==> src/pp_cfg_map.svh <==
// Offsets, field positions, reset values and timing counts of the configuration bank
`ifndef PP_CFG_MAP_SVH
`define PP_CFG_MAP_SVH

// ****************************************************************
// Register indices
// ****************************************************************
`define OFS_LDN 8'h07
`define OFS_MODE 8'hf0
`define OFS_MODE_SECOND 8'hf1
`define OFS_INT_STATUS 8'hf8
`define OFS_INT_MASK 8'hf9
`define OFS_EPP_STATUS 8'hfa

// ****************************************************************
// Logical device numbers
// ****************************************************************
`define LDN_PARALLEL 8'h03
`define LDN_FIRST_SERIAL 8'h04

// ****************************************************************
// Field positions
// ****************************************************************
`define PP_MODE_LSB 0
`define PP_MODE_MSB 2
`define PP_THR_LSB 3
`define PP_THR_MSB 6
`define PP_STYLE_BIT 7
`define PP_TOSEL_BIT 4
`define SP_MIDI_BIT 0
`define SP_HS_BIT 1
`define SP_SHARE_BIT 7
`define EPP_EPP_TIMEOUT_FLAG_BIT 0
`define INT_EPP_TIMEOUT_FLAG_BIT 0
`define INT_SP1_BIT 1
`define INT_SP2_BIT 2

// ****************************************************************
// Mode codes
// ****************************************************************
`define PP_MODE_PRINTER 3'h4
`define PP_MODE_SPP 3'h0
`define PP_MODE_EPP19 3'h1
`define PP_MODE_EPP17 3'h5
`define PP_MODE_ECP 3'h2
`define PP_MODE_ECP_EPP19 3'h3
`define PP_MODE_ECP_EPP17 3'h7

// ****************************************************************
// Reset values
// ****************************************************************
`define RST_MODE 8'h3c
`define RST_MODE_SECOND 8'h00
`define RST_SERIAL_MODE 8'h00
`define RST_LDN 8'h00
`define RST_INT_MASK 3'h0

// ****************************************************************
// Timing
// ****************************************************************
`define REF_CLK_MHZ 100
`define PP_PULSE_NS 100
`define PP_PULSE_CYC ((`PP_PULSE_NS * `REF_CLK_MHZ + 999) / 1000)

`endif

==> src/pp_cfg_pkg.sv <==
// Types shared by the configuration bank
package pp_cfg_pkg;
   typedef logic [2:0] pp_mode_t;
   typedef logic [3:0] pulse_cnt_t;
   typedef enum logic {PULSE_IDLE, PULSE_LOW} pulse_state_t;
endpackage : pp_cfg_pkg

==> src/pp_uart_logical_device_config.sv <==
// Configuration bank for the parallel port and first serial port logical devices
// How it works
// - The parallel port mode field holds one of seven three-bit codes, printer mode by default.
// - A four-bit ECP FIFO threshold field resets to 0111 and the whole mode register to 3c.
// - With the irq style bit set the request is pulsed low for a fixed time, then released.
// - With the style bit clear the request follows the acknowledge pin, or is level in FIFO modes.
// - The style bit is ignored in printer mode and in standard bidirectional mode.
// - With timeout select clear the EPP timeout flag clears only on a write of one to it.
// - With timeout select set the EPP timeout flag clears at the end of a status read.
// - Bit 0 of the first serial port mode register enables MIDI, off by default.
// - Bit 1 of the first serial port mode register enables high speed, off by default.
// - Reserved bits 6 to 2 of the first serial port mode register hold zero.
// - Share clear keeps the two serial interrupts apart, share set joins them.
// - With share set, both serial interrupt outputs rise when either port requests.
// - Only the hard reset restores the mode and mask registers; a soft reset leaves them alone.
//
// Design decision made here: the plain strobed port.
`timescale 1ns/100ps
`include "pp_cfg_map.svh"
module pp_uart_logical_device_config
   import pp_cfg_pkg::*;
(
   input wire logic ref_clk,
   input wire logic rst,
   input wire logic soft_rst,
   input wire logic [7:0] addr,
   input wire logic [7:0] wdata,
   input wire logic wr,
   input wire logic rd,
   output logic [7:0] rdata,
   input wire logic ack_n_pin,
   input wire logic ecp_fifo_active,
   input wire logic ecp_irq_req,
   input wire logic epp_timeout_set,
   input wire logic sp1_irq_req,
   input wire logic sp2_irq_req,
   output pp_mode_t pp_mode,
   output logic [3:0] ecp_fifo_threshold,
   output logic parallel_irq_style,
   output logic timeout_clear_select,
   output logic midi_enable,
   output logic high_speed_enable,
   output logic share_irq,
   output logic epp_timeout_flag,
   output logic pp_irq_out,
   output logic pp_irq_oe,
   output logic sp1_irq_out,
   output logic sp2_irq_out,
   output logic irq
);

   // ****************************************************************
   // Decode
   // ****************************************************************
   logic [7:0] ldn;
   logic sel_pp;
   logic sel_sp1;
   logic wr_pp_mode;
   logic wr_pp_second;
   logic wr_sp1_mode;
   logic wr_epp_status;
   logic rd_epp_status;
   logic rd_int_status;

   assign sel_pp = (ldn == `LDN_PARALLEL);
   assign sel_sp1 = (ldn == `LDN_FIRST_SERIAL);
   assign wr_pp_mode = wr && sel_pp && (addr == `OFS_MODE);
   assign wr_pp_second = wr && sel_pp && (addr == `OFS_MODE_SECOND);
   assign wr_sp1_mode = wr && sel_sp1 && (addr == `OFS_MODE);
   assign wr_epp_status = wr && (addr == `OFS_EPP_STATUS);
   assign rd_epp_status = rd && (addr == `OFS_EPP_STATUS);
   assign rd_int_status = rd && (addr == `OFS_INT_STATUS);

   // ****************************************************************
   // Logical device select
   // ****************************************************************
   // The device select is ordinary config state, so a soft reset returns it
   always_ff @(posedge ref_clk or posedge rst) begin
      if (rst) begin
         ldn <= `RST_LDN;
      end else if (soft_rst) begin
         ldn <= `RST_LDN;
      end else if (wr && (addr == `OFS_LDN)) begin
         ldn <= wdata;
      end
   end

   // ****************************************************************
   // Vendor registers
   // ****************************************************************
   // hard reset only
   always_ff @(posedge ref_clk or posedge rst) begin
      if (rst) begin
         pp_mode <= 3'(`RST_MODE >> `PP_MODE_LSB);
         ecp_fifo_threshold <= 4'(`RST_MODE >> `PP_THR_LSB);
         parallel_irq_style <= 1'(`RST_MODE >> `PP_STYLE_BIT);
      end else if (wr_pp_mode) begin
         pp_mode <= wdata[`PP_MODE_MSB:`PP_MODE_LSB];
         ecp_fifo_threshold <= wdata[`PP_THR_MSB:`PP_THR_LSB];
         parallel_irq_style <= wdata[`PP_STYLE_BIT];
      end
   end

   always_ff @(posedge ref_clk or posedge rst) begin
      if (rst) begin
         timeout_clear_select <= 1'(`RST_MODE_SECOND >> `PP_TOSEL_BIT);
      end else if (wr_pp_second) begin
         timeout_clear_select <= wdata[`PP_TOSEL_BIT];
      end
   end

   always_ff @(posedge ref_clk or posedge rst) begin
      if (rst) begin
         midi_enable <= 1'(`RST_SERIAL_MODE >> `SP_MIDI_BIT);
         high_speed_enable <= 1'(`RST_SERIAL_MODE >> `SP_HS_BIT);
         share_irq <= 1'(`RST_SERIAL_MODE >> `SP_SHARE_BIT);
      end else if (wr_sp1_mode) begin
         midi_enable <= wdata[`SP_MIDI_BIT];
         high_speed_enable <= wdata[`SP_HS_BIT];
         share_irq <= wdata[`SP_SHARE_BIT];
      end
   end

   // ****************************************************************
   // EPP timeout flag
   // ****************************************************************
   always_ff @(posedge ref_clk or posedge rst) begin
      if (rst) begin
         epp_timeout_flag <= 1'b0;
      end else if (epp_timeout_set) begin
         // A new timeout beats a clear in the same cycle
         epp_timeout_flag <= 1'b1;
      end else if (!timeout_clear_select && wr_epp_status && wdata[`EPP_EPP_TIMEOUT_FLAG_BIT]) begin
         epp_timeout_flag <= 1'b0;
      end else if (timeout_clear_select && rd_epp_status) begin
         epp_timeout_flag <= 1'b0;
      end
   end

   // ****************************************************************
   // Parallel port interrupt
   // ****************************************************************
   logic ack_n_stable;
   logic ack_n_prev;
   logic ecp_req_prev;
   logic style_active;
   logic pp_level;
   logic pp_event;
   pulse_state_t pulse_state;
   pulse_cnt_t pulse_cnt;

   sync_filter u_ack_sync (
      .ref_clk(ref_clk),
      .rst(rst),
      .din(ack_n_pin),
      .dout(ack_n_stable)
   );

   always_ff @(posedge ref_clk or posedge rst) begin
      if (rst) begin
         ack_n_prev <= 1'b1;
         ecp_req_prev <= 1'b0;
      end else begin
         ack_n_prev <= ack_n_stable;
         ecp_req_prev <= ecp_irq_req;
      end
   end

   assign style_active = parallel_irq_style &&
                         (pp_mode != `PP_MODE_PRINTER) && (pp_mode != `PP_MODE_SPP);
   assign pp_level = ecp_fifo_active ? ecp_irq_req : ack_n_stable;
   assign pp_event = ecp_fifo_active ? (ecp_irq_req && !ecp_req_prev)
                                     : (!ack_n_stable && ack_n_prev);

   // Pulse length is fixed; back-to-back events inside a pulse merge into it
   always_ff @(posedge ref_clk or posedge rst) begin
      if (rst) begin
         pulse_state <= PULSE_IDLE;
         pulse_cnt <= 4'h0;
         pp_irq_out <= 1'b1;
         pp_irq_oe <= 1'b1;
      end else if (!style_active) begin
         pulse_state <= PULSE_IDLE;
         pulse_cnt <= 4'h0;
         pp_irq_out <= pp_level;
         pp_irq_oe <= 1'b1;
      end else begin
         case (pulse_state)
            PULSE_IDLE: begin
               pp_irq_out <= 1'b0;
               if (pp_event) begin
                  pulse_state <= PULSE_LOW;
                  pulse_cnt <= 4'(`PP_PULSE_CYC - 1);
                  pp_irq_oe <= 1'b1;
               end else begin
                  pp_irq_oe <= 1'b0;
               end
            end
            PULSE_LOW: begin
               pp_irq_out <= 1'b0;
               if (pulse_cnt == 4'h0) begin
                  pulse_state <= PULSE_IDLE;
                  pp_irq_oe <= 1'b0;
               end else begin
                  pulse_cnt <= pulse_cnt - 4'h1;
               end
            end
            default: begin
               pulse_state <= PULSE_IDLE;
               pp_irq_oe <= 1'b0;
               pp_irq_out <= 1'b0;
            end
         endcase
      end
   end

   // ****************************************************************
   // Serial port interrupt routing
   // ****************************************************************
   // software leaves one port unrouted
   always_ff @(posedge ref_clk or posedge rst) begin
      if (rst) begin
         sp1_irq_out <= 1'b0;
         sp2_irq_out <= 1'b0;
      end else begin
         sp1_irq_out <= share_irq ? (sp1_irq_req || sp2_irq_req) : sp1_irq_req;
         sp2_irq_out <= share_irq ? (sp1_irq_req || sp2_irq_req) : sp2_irq_req;
      end
   end

   // ****************************************************************
   // Event status, mask and interrupt
   // ****************************************************************
   logic [2:0] int_status;
   logic [2:0] int_mask;
   logic [2:0] int_set;
   logic sp1_req_prev;
   logic sp2_req_prev;

   always_ff @(posedge ref_clk or posedge rst) begin
      if (rst) begin
         sp1_req_prev <= 1'b0;
         sp2_req_prev <= 1'b0;
      end else begin
         sp1_req_prev <= sp1_irq_req;
         sp2_req_prev <= sp2_irq_req;
      end
   end

   assign int_set[`INT_EPP_TIMEOUT_FLAG_BIT] = epp_timeout_set;
   assign int_set[`INT_SP1_BIT] = sp1_irq_req && !sp1_req_prev;
   assign int_set[`INT_SP2_BIT] = sp2_irq_req && !sp2_req_prev;

   // Set beats the clear-on-read, so an event in the read cycle survives
   always_ff @(posedge ref_clk or posedge rst) begin
      if (rst) begin
         int_status <= 3'h0;
      end else if (soft_rst) begin
         int_status <= int_set;
      end else if (rd_int_status) begin
         int_status <= int_set;
      end else begin
         int_status <= int_status | int_set;
      end
   end

   always_ff @(posedge ref_clk or posedge rst) begin
      if (rst) begin
         int_mask <= `RST_INT_MASK;
      end else if (wr && (addr == `OFS_INT_MASK)) begin
         int_mask <= wdata[2:0];
      end
   end

   always_ff @(posedge ref_clk or posedge rst) begin
      if (rst) begin
         irq <= 1'b0;
      end else begin
         irq <= |(int_status & int_mask);
      end
   end

   // ****************************************************************
   // Read data
   // ****************************************************************
   logic [7:0] next_rdata;

   always_comb begin
      next_rdata = 8'h00;
      if (rd) begin
         case (addr)
            `OFS_LDN: next_rdata = ldn;
            `OFS_MODE: begin
               if (sel_pp) begin
                  next_rdata = {parallel_irq_style, ecp_fifo_threshold, pp_mode};
               end else if (sel_sp1) begin
                  next_rdata = {share_irq, 5'h00, high_speed_enable, midi_enable};
               end
            end
            `OFS_MODE_SECOND: begin
               if (sel_pp) begin
                  next_rdata = {3'h0, timeout_clear_select, 4'h0};
               end
            end
            `OFS_INT_STATUS: next_rdata = {5'h00, int_status};
            `OFS_INT_MASK: next_rdata = {5'h00, int_mask};
            `OFS_EPP_STATUS: next_rdata = {7'h00, epp_timeout_flag};
            default: next_rdata = 8'h00;
         endcase
      end
   end

   always_ff @(posedge ref_clk or posedge rst) begin
      if (rst) begin
         rdata <= 8'h00;
      end else begin
         rdata <= next_rdata;
      end
   end
endmodule : pp_uart_logical_device_config

==> src/sync_filter.sv <==
// Three-stage pin synchroniser that moves only when the last two stages agree
`timescale 1ns/100ps
module sync_filter (
   input wire logic ref_clk,
   input wire logic rst,
   input wire logic din,
   output logic dout
);
   logic stage1;
   logic stage2;
   logic stage3;

   always_ff @(posedge ref_clk or posedge rst) begin
      if (rst) begin
         stage1 <= 1'b1;
         stage2 <= 1'b1;
         stage3 <= 1'b1;
      end else begin
         stage1 <= din;
         stage2 <= stage1;
         stage3 <= stage2;
      end
   end

   // Stage1 may be metastable, so only stage2 and stage3 vote
   always_ff @(posedge ref_clk or posedge rst) begin
      if (rst) begin
         dout <= 1'b1;
      end else if (stage2 == stage3) begin
         dout <= stage3;
      end
   end
endmodule : sync_filter

==> config.mk <==
export PLATFORM = sky130hd
export DESIGN_NAME = pp_uart_logical_device_config
export DESIGN_NICKNAME = d
export VERILOG_FILES = /design/src/pp_cfg_pkg.sv /design/src/pp_uart_logical_device_config.sv /design/src/sync_filter.sv
export VERILOG_INCLUDE_DIRS = /design/src
export SDC_FILE = /design/constraint.sdc
export NUM_CORES = 1
export LEC_CHECK = 0
export BUFFER_PORTS_ARGS = -buffer_cell sky130_fd_sc_hd__buf_2
export CORE_ASPECT_RATIO = 1.25
export CORE_MARGIN = 5
export CORE_UTILIZATION = 25
export CTS_BUF_LIST = sky130_fd_sc_hd__clkbuf_16
export CTS_CLUSTER_SIZE = 20
export DETAILED_ROUTE_END_ITERATION = 6
export SYNTH_ARGS = -nofsm -noshare
export SYNTH_HDL_FRONTEND = slang
export SYNTH_SLANG_ARGS = --single-unit
export TNS_END_PERCENT = 30
==> constraint.sdc <==
create_clock -name ref_clk -period 2.7 [get_ports ref_clk]
set_input_delay 0.27 -clock ref_clk [delete_from_list [all_inputs] [get_ports ref_clk]]
set_output_delay 0.27 -clock ref_clk [all_outputs]
set_load 0.02 [all_outputs]
**After elaboration in Yosys (flattened, before gate mapping)**

Index checks and enable logic that the tools add are counted.

- Bitwise operators: 3
- Reduce and logical (&&, ||, !) cells: 31
- Multiplexer cells: 28
- Equal/unequal tests: 13
- Add/subtract/negate cells: 1

Operators with widths:

| kind | number |
|---|---|
| 8-bit one-hot mux with 6 select lines | 1 |
| 8-bit == test, second input constant | 5 |
| 8-bit two-way mux | 5 |
| 1-bit logical AND | 19 |
| 8-bit by 3-bit == test with 1-bit output, second input constant | 2 |
| 1-bit two-way mux | 13 |
| 4-bit two-way mux | 3 |
| 3-bit != test, second input constant | 3 |
| 8-bit by 2-bit == test with 1-bit output, second input constant | 1 |
| 4-bit one-hot mux with 2 select lines | 1 |
| 3-bit two-way mux | 2 |
| 3-bit nonzero test | 2 |
| 1-bit logical NOT | 5 |
| 5-bit two-way mux | 1 |
| 4-bit logical NOT | 1 |
| 1-bit one-hot mux with 2 select lines | 2 |
| 4-bit by 1-bit subtractor with 4-bit output, second input constant | 1 |
| 3-bit bitwise AND | 1 |
| 3-bit by 2-bit != test with 1-bit output, second input constant | 1 |
| 3-bit bitwise OR | 1 |
| 3-bit OR reduction | 1 |
| 2-bit AND reduction | 1 |
| 2-bit nonzero test | 1 |
| 1-bit == test | 1 |
| other kinds (2) | 2 |

- Output and inout port bits: 26
- Flip-flop bits (word level): 53
- Logic and storage cells: 103

**Longest topological paths before layout**

- Depth in word-level cells: 6
- Gate-level depth with buffers: 6

**By module**

From an unflattened synthesis, not the netlist that was laid out.

- Cell total of the unflattened synthesis: 202
- Area, all modules: 2342.2 um2

Modules (own cells, without submodules):

| module | cells each | area each (um2) | instances |
|---|---|---|---|
| pp_uart_logical_device_config | 196 | 2222.1 | 1 |
| sync_filter | 6 | 120.1 | 1 |

**Worst setup path before layout**

OpenSTA, ideal clock, no wires.

- Kind: register -> register
- Start: register ldn[6]
- End: register ecp_fifo_threshold[3]
- Slack: 1.009 ns
- Arrival: 1.566 ns
- Cell stages (with the launch flop): 6
- Period minus slack after synthesis: 1.691 ns
- Path through: dfrtp_1 -> nor4_1 -> and4_1 -> and4b_1 -> buf_2 -> mux2_2

- Longest elaborated chain between the ends: 3

Ends and longest elaborated chain:

| what | line | text |
|---|---|---|
| start: declaration | pp_uart_logical_device_config.sv:55 | `logic [7:0] ldn;` |
| start signal: assignment | pp_uart_logical_device_config.sv:80 | `` ldn <= `RST_LDN; `` |
| start signal: assignment | pp_uart_logical_device_config.sv:82 | `` ldn <= `RST_LDN; `` |
| start signal: assignment | pp_uart_logical_device_config.sv:84 | `ldn <= wdata;` |
| 8-bit by 2-bit == test with 1-bit output (no line) | n/a |  |
| 1-bit logical AND (2 in a row) | pp_uart_logical_device_config.sv:67 | `` assign wr_pp_mode = wr && sel_pp && (addr == `OFS_MODE); `` |
| end signal: assignment | pp_uart_logical_device_config.sv:95 | `` ecp_fifo_threshold <= 4'(`RST_MODE >> `PP_THR_LSB); `` |
| end signal: assignment | pp_uart_logical_device_config.sv:99 | `` ecp_fifo_threshold <= wdata[`PP_THR_MSB:`PP_THR_LSB]; `` |
| end: declaration | pp_uart_logical_device_config.sv:38 | `output logic [3:0] ecp_fifo_threshold,` |

Every way passes these cells.
A chain may end at the register's enable or synchronous reset.

**Worst setup path in the final report**

- Start: register ldn[6]
- End: register pp_mode[1]

- Longest elaborated chain between the ends: 3

Ends and longest elaborated chain:

| what | line | text |
|---|---|---|
| 8-bit by 2-bit == test with 1-bit output (no line) | n/a |  |
| 1-bit logical AND (2 in a row) | pp_uart_logical_device_config.sv:67 |  |
| end signal: assignment | pp_uart_logical_device_config.sv:94 | `` pp_mode <= 3'(`RST_MODE >> `PP_MODE_LSB); `` |
| end signal: assignment | pp_uart_logical_device_config.sv:98 | `` pp_mode <= wdata[`PP_MODE_MSB:`PP_MODE_LSB]; `` |
| end: declaration | pp_uart_logical_device_config.sv:37 | `output pp_mode_t pp_mode,` |

Every way passes these cells.

==> results.txt <==
After routing the design area is 2858 µm². The detail route stage leaves a number of antenna-violating nets equal to 0. Relative to the synthesized area, the layout overhead comes to 23.73%. Global-route wire length before repair: 10170 µm. Summed over all cells, the static leakage comes to 1.308 nW. The first routing iteration left 116 violations.

Average via count per standard cell: 4.637. The number of hold buffers added after CTS was 0. Dividing the detail-routed wire length by the instance count gives 15.83 µm. The number of antenna diodes in the final layout is 0. Yosys printed 0 warnings. The path class of the lowest-slack min-delay path is in -> reg. The clock passes through at most 2 buffers. For this run, the top clock speed supported by timing is 541.3 MHz.

The number of max-slew violations in the final report is 0, and the number of placed I/O pins is 53. TritonCTS built the clock tree. The buffer count from post-CTS setup fixing was 0; the fraction of power consumed by the clock network was 40.3%. Once the floorplan was initialized, standard cells occupied 25.45% of the core. The sort of element at the end of the critical path is a flip-flop.

The x dimension of the die works out to 95.97 µm. At the pin with the least slew margin, the transition time is 0.7216 ns. The initial antenna violation count came out at 0.

The tools report the reg-to-reg startpoint as ldn[6]$_DFFE_PP0P_. The internal power contribution is 1.193 mW. The capture point of the worst reg-to-reg path was pp_mode[1]$_DFFE_PP0P_.

Along the worst path, the maximum fanout reaches 8. The fraction of final layout cells sized beyond drive strength 1 is 36.54%. For this run, the slowest stage of the critical path takes 0.45 ns.

After synthesis the netlist holds a flip-flop and latch count of 53. The fraction of registers with async set or reset after synthesis works out to 100.0%. The run gives 0.007443 ns as the final clock skew.

CTS built an H-tree with a depth of 2. In this run the worst setup path terminates at pp_mode[1]$_DFFE_PP0P_. Of the total power, registers draw 53.4%.

The floorplan core area came out at 9076 µm². The kind of critical path was reg -> reg. At the end of the flow, the number of nets in the layout was 288. The post-synthesis area per instance is 11.27 µm², and the chip height is 117.5 µm.

Counting cells, the worst reg-to-reg path comes to 4. The number of maximum-capacitance violations was 0; the power share of the combinational group was 6.2%. The largest net degree at the start of global routing is 54.

The number of enable-type register cells in the synthesized netlist was 0; the weighted congestion reported at the end of routability-driven placement was 0.7945. The netlist uses 41 different library cells. The tightest slew margin relative to the limit is 51.21%, and the worst vdd rail ir drop is 0.2769 mV. The worst path needs 1.847 ns of the cycle, external delays included. Buffers inserted during clock tree synthesis total 5. The first TritonRoute pass finished after 5 iterations. Counting every instance in the synthesized netlist gives 205.

The arrival time reported for the critical path endpoint came out at 2.02 ns. The library cell contributing the largest single delay on the critical path was and4b_1. Setup violations remaining at the end of the flow were counted as 0. On the critical path the largest part of the delay comes from simple AND/OR/NAND/NOR gates. The cell sitting at the root of the clock tree is a clkbuf_16. Switching component of the power: 0.3539 mW. Summing the sequential cell areas from Yosys gives 58.02% of the chip area. Adding up every negative setup slack in the final design gives 0 ns.

After layout, the worst path uses 68.42% of the clock period. Number of global-route vias before repair: 1859. The logic depth of the worst setup path including buffers is 4, and the area after detailed placement is 2715 µm². Counting the fill cells in the layout gives 988. The run gives 2310 µm² as the post-synthesis cell area. The flow ran to the end, and the final reports show no timing, DRC or antenna violations. The total via count in the routed design is 1776, and the required time of the critical path is 2.87 ns. In this run the worst setup path begins at ldn[6]$_DFFE_PP0P_. Switching part of the total: 22.88%.

Setup slack on the worst reg-to-reg path comes out at 0.85 ns. Clock latency reported for the late side of the worst-skew pair: 0.29 ns. After clock tree synthesis, the clock-pin slew on the worst setup and hold paths is 0.07 ns.

The floorplan has 39 rows. The tree built by TritonCTS fans out to 53 sinks. Once the clock tree was built, the resizer swapped 0 gates to a different size.

The most used flip-flop cell after synthesis is dfrtp_1. The critical path contains buffers and inverters numbering 0 combined. The total grt overflow is 0, and the net count of the mapped netlist is 234. Global routing consumed, over all layers together, 11.37% of the routing resources. The area of the die came out at 11270 µm². The count of endpoints failing hold in the final timing report was 0; the number of buffer cells added on primary ports was 52. The post-route DRC violation count is 0. Traced cell by cell, the critical path runs through nor4_1, and4_1, and4b_1, mux2_2. The final layout contains routed wiring with a total length of 6062 µm.

After legalization and detailed placement, the total HPWL measured 4429 µm. Power density of the placed cells: 541.2 nW/µm². Setup repair after global routing left no endpoint under its margin.

The worst setup path is launched from a flip-flop.
[registers in the layout (all words and copies together) (netlist names), 3 cells and up]
register and flops:
pp_mode 3, pulse_cnt 4, int_status 3, int_mask 3
ecp_fifo_threshold 4, rdata 8, ldn 8
[through the flow]
step                setup WS (ns)  hold WS, ns  power, mW  cells  util [%]
floorplan                   1.009       0.2745     0.8879    205         -
global placement           0.7773       0.3591     0.9375    375     29.91
detailed placement         0.7839       0.3587     0.9396    375     29.91
CTS                        0.8472      0.07332      1.569    383     31.49
global route               0.6688      0.07777      1.613    383     31.49
finish                     0.8527      0.08220      1.547    383     31.49
[metal layers]
layer | wire, µm | part of all wire [%] | vias to the layer above | track usage, %
met5 | 0 | 0 | - | 0
met4 | 36 | 0.59 | 0 | 2.936
met3 | 282 | 4.7 | 2 | 2.430
met2 | 3081 | 51 | 42 | 18.05
met1 | 2661 | 44 | 884 | 15.59
li1 | - | - | 848 | -
[power by group through the flow]
stage	Sequential [mW]	Combinational, mW	Clock, mW
5_1_grt	0.829	0.108	0.675
3_5_place_dp	0.841	0.0981	0
2_1_floorplan	0.844	0.0443	0
4_1_cts	0.827	0.0988	0.643
6_report	0.826	0.0965	0.624
3_3_place_gp	0.841	0.0967	0
[worst min-delay path by stage]
stage | start | endpoint | cells past startpoint
floorplan | ack_n_pin | u_ack_sync.stage1$_DFF_PP1_ | 0
global placement | u_ack_sync.stage1$_DFF_PP1_ | u_ack_sync.stage2$_DFF_PP1_ | 0
detailed placement | u_ack_sync.stage1$_DFF_PP1_ | u_ack_sync.stage2$_DFF_PP1_ | 0
CTS | ack_n_pin | u_ack_sync.stage1$_DFF_PP1_ | 1
global route | ack_n_pin | u_ack_sync.stage1$_DFF_PP1_ | 1
finish | ack_n_pin | u_ack_sync.stage1$_DFF_PP1_ | 1
[cells by family (layout without fill, tap and decap cells)]
logic type                 count (synthesis)  after routing  share of synthesized area (%)
AOI/OAI and AO/OA                         37             37                          10.73
xor gates and xnor gates                   1              1                         0.3793
adders and majority gates                  3              3                          1.517
buffers and inverters                     20             75                          3.467
DFF                                       53             53                          58.02
muxes                                     20             20                          9.588
and+or+nand+nor                           71             71                          16.31
[cell type report]
cell class | count | area (µm²) | area share (%)
sequential | 53 | 1340 | 46.89
timing repair buffer | 56 | 290.3 | 10.16
clock inverter | 3 | 17.52 | 0.6130
tap | 123 | 153.9 | 5.385
clock buffer | 5 | 125.1 | 4.378
inverter | 11 | 41.29 | 1.445
multi-input combinational | 132 | 889.6 | 31.13
[cell usage in the layout, fill, tap and decap left out, drive strengths merged, types with 2 or more instances in the layout]
master | synthesis | layout
a21o | 2 | 2
a21oi | 12 | 12
nand2 | 17 | 17
a32oi | 6 | 6
clkbuf | 3 | 5
and4 | 2 | 2
a221oi | 2 | 2
a222oi | 2 | 2
or3 | 2 | 2
nor4 | 2 | 2
nand4 | 2 | 2
inv | 11 | 13
dfstp | 11 | 11
dfrtp | 42 | 42
buf | 6 | 56
nand3b | 4 | 4
o21ai | 6 | 6
a31oi | 2 | 2
nor3 | 5 | 5
nor2 | 13 | 13
mux2i | 3 | 3
ha | 2 | 2
a211oi | 3 | 3
mux2 | 17 | 17
nand3 | 15 | 15
[synthesized netlist by cell type, types with 3 or more instances]
| cell | count | area, µm² |
|---|---|---|
| dfrtp_1 | 42 | 1051 |
| mux2_2 | 17 | 191.4 |
| nand2_1 | 17 | 63.81 |
| nand3_1 | 15 | 75.07 |
| a21oi_1 | 12 | 60.06 |
| nor2_1 | 12 | 45.04 |
| dfstp_2 | 11 | 289.0 |
| inv_1 | 11 | 41.29 |
| a32oi_1 | 6 | 52.55 |
| nor3_1 | 5 | 25.02 |
| buf_2 | 4 | 20.02 |
| nand3b_1 | 4 | 30.03 |
| o21ai_0 | 4 | 20.02 |
| a211oi_1 | 3 | 22.52 |
| clkbuf_1 | 3 | 11.26 |
| mux2i_1 | 3 | 30.03 |
Power figures use the tool's default switching activity.
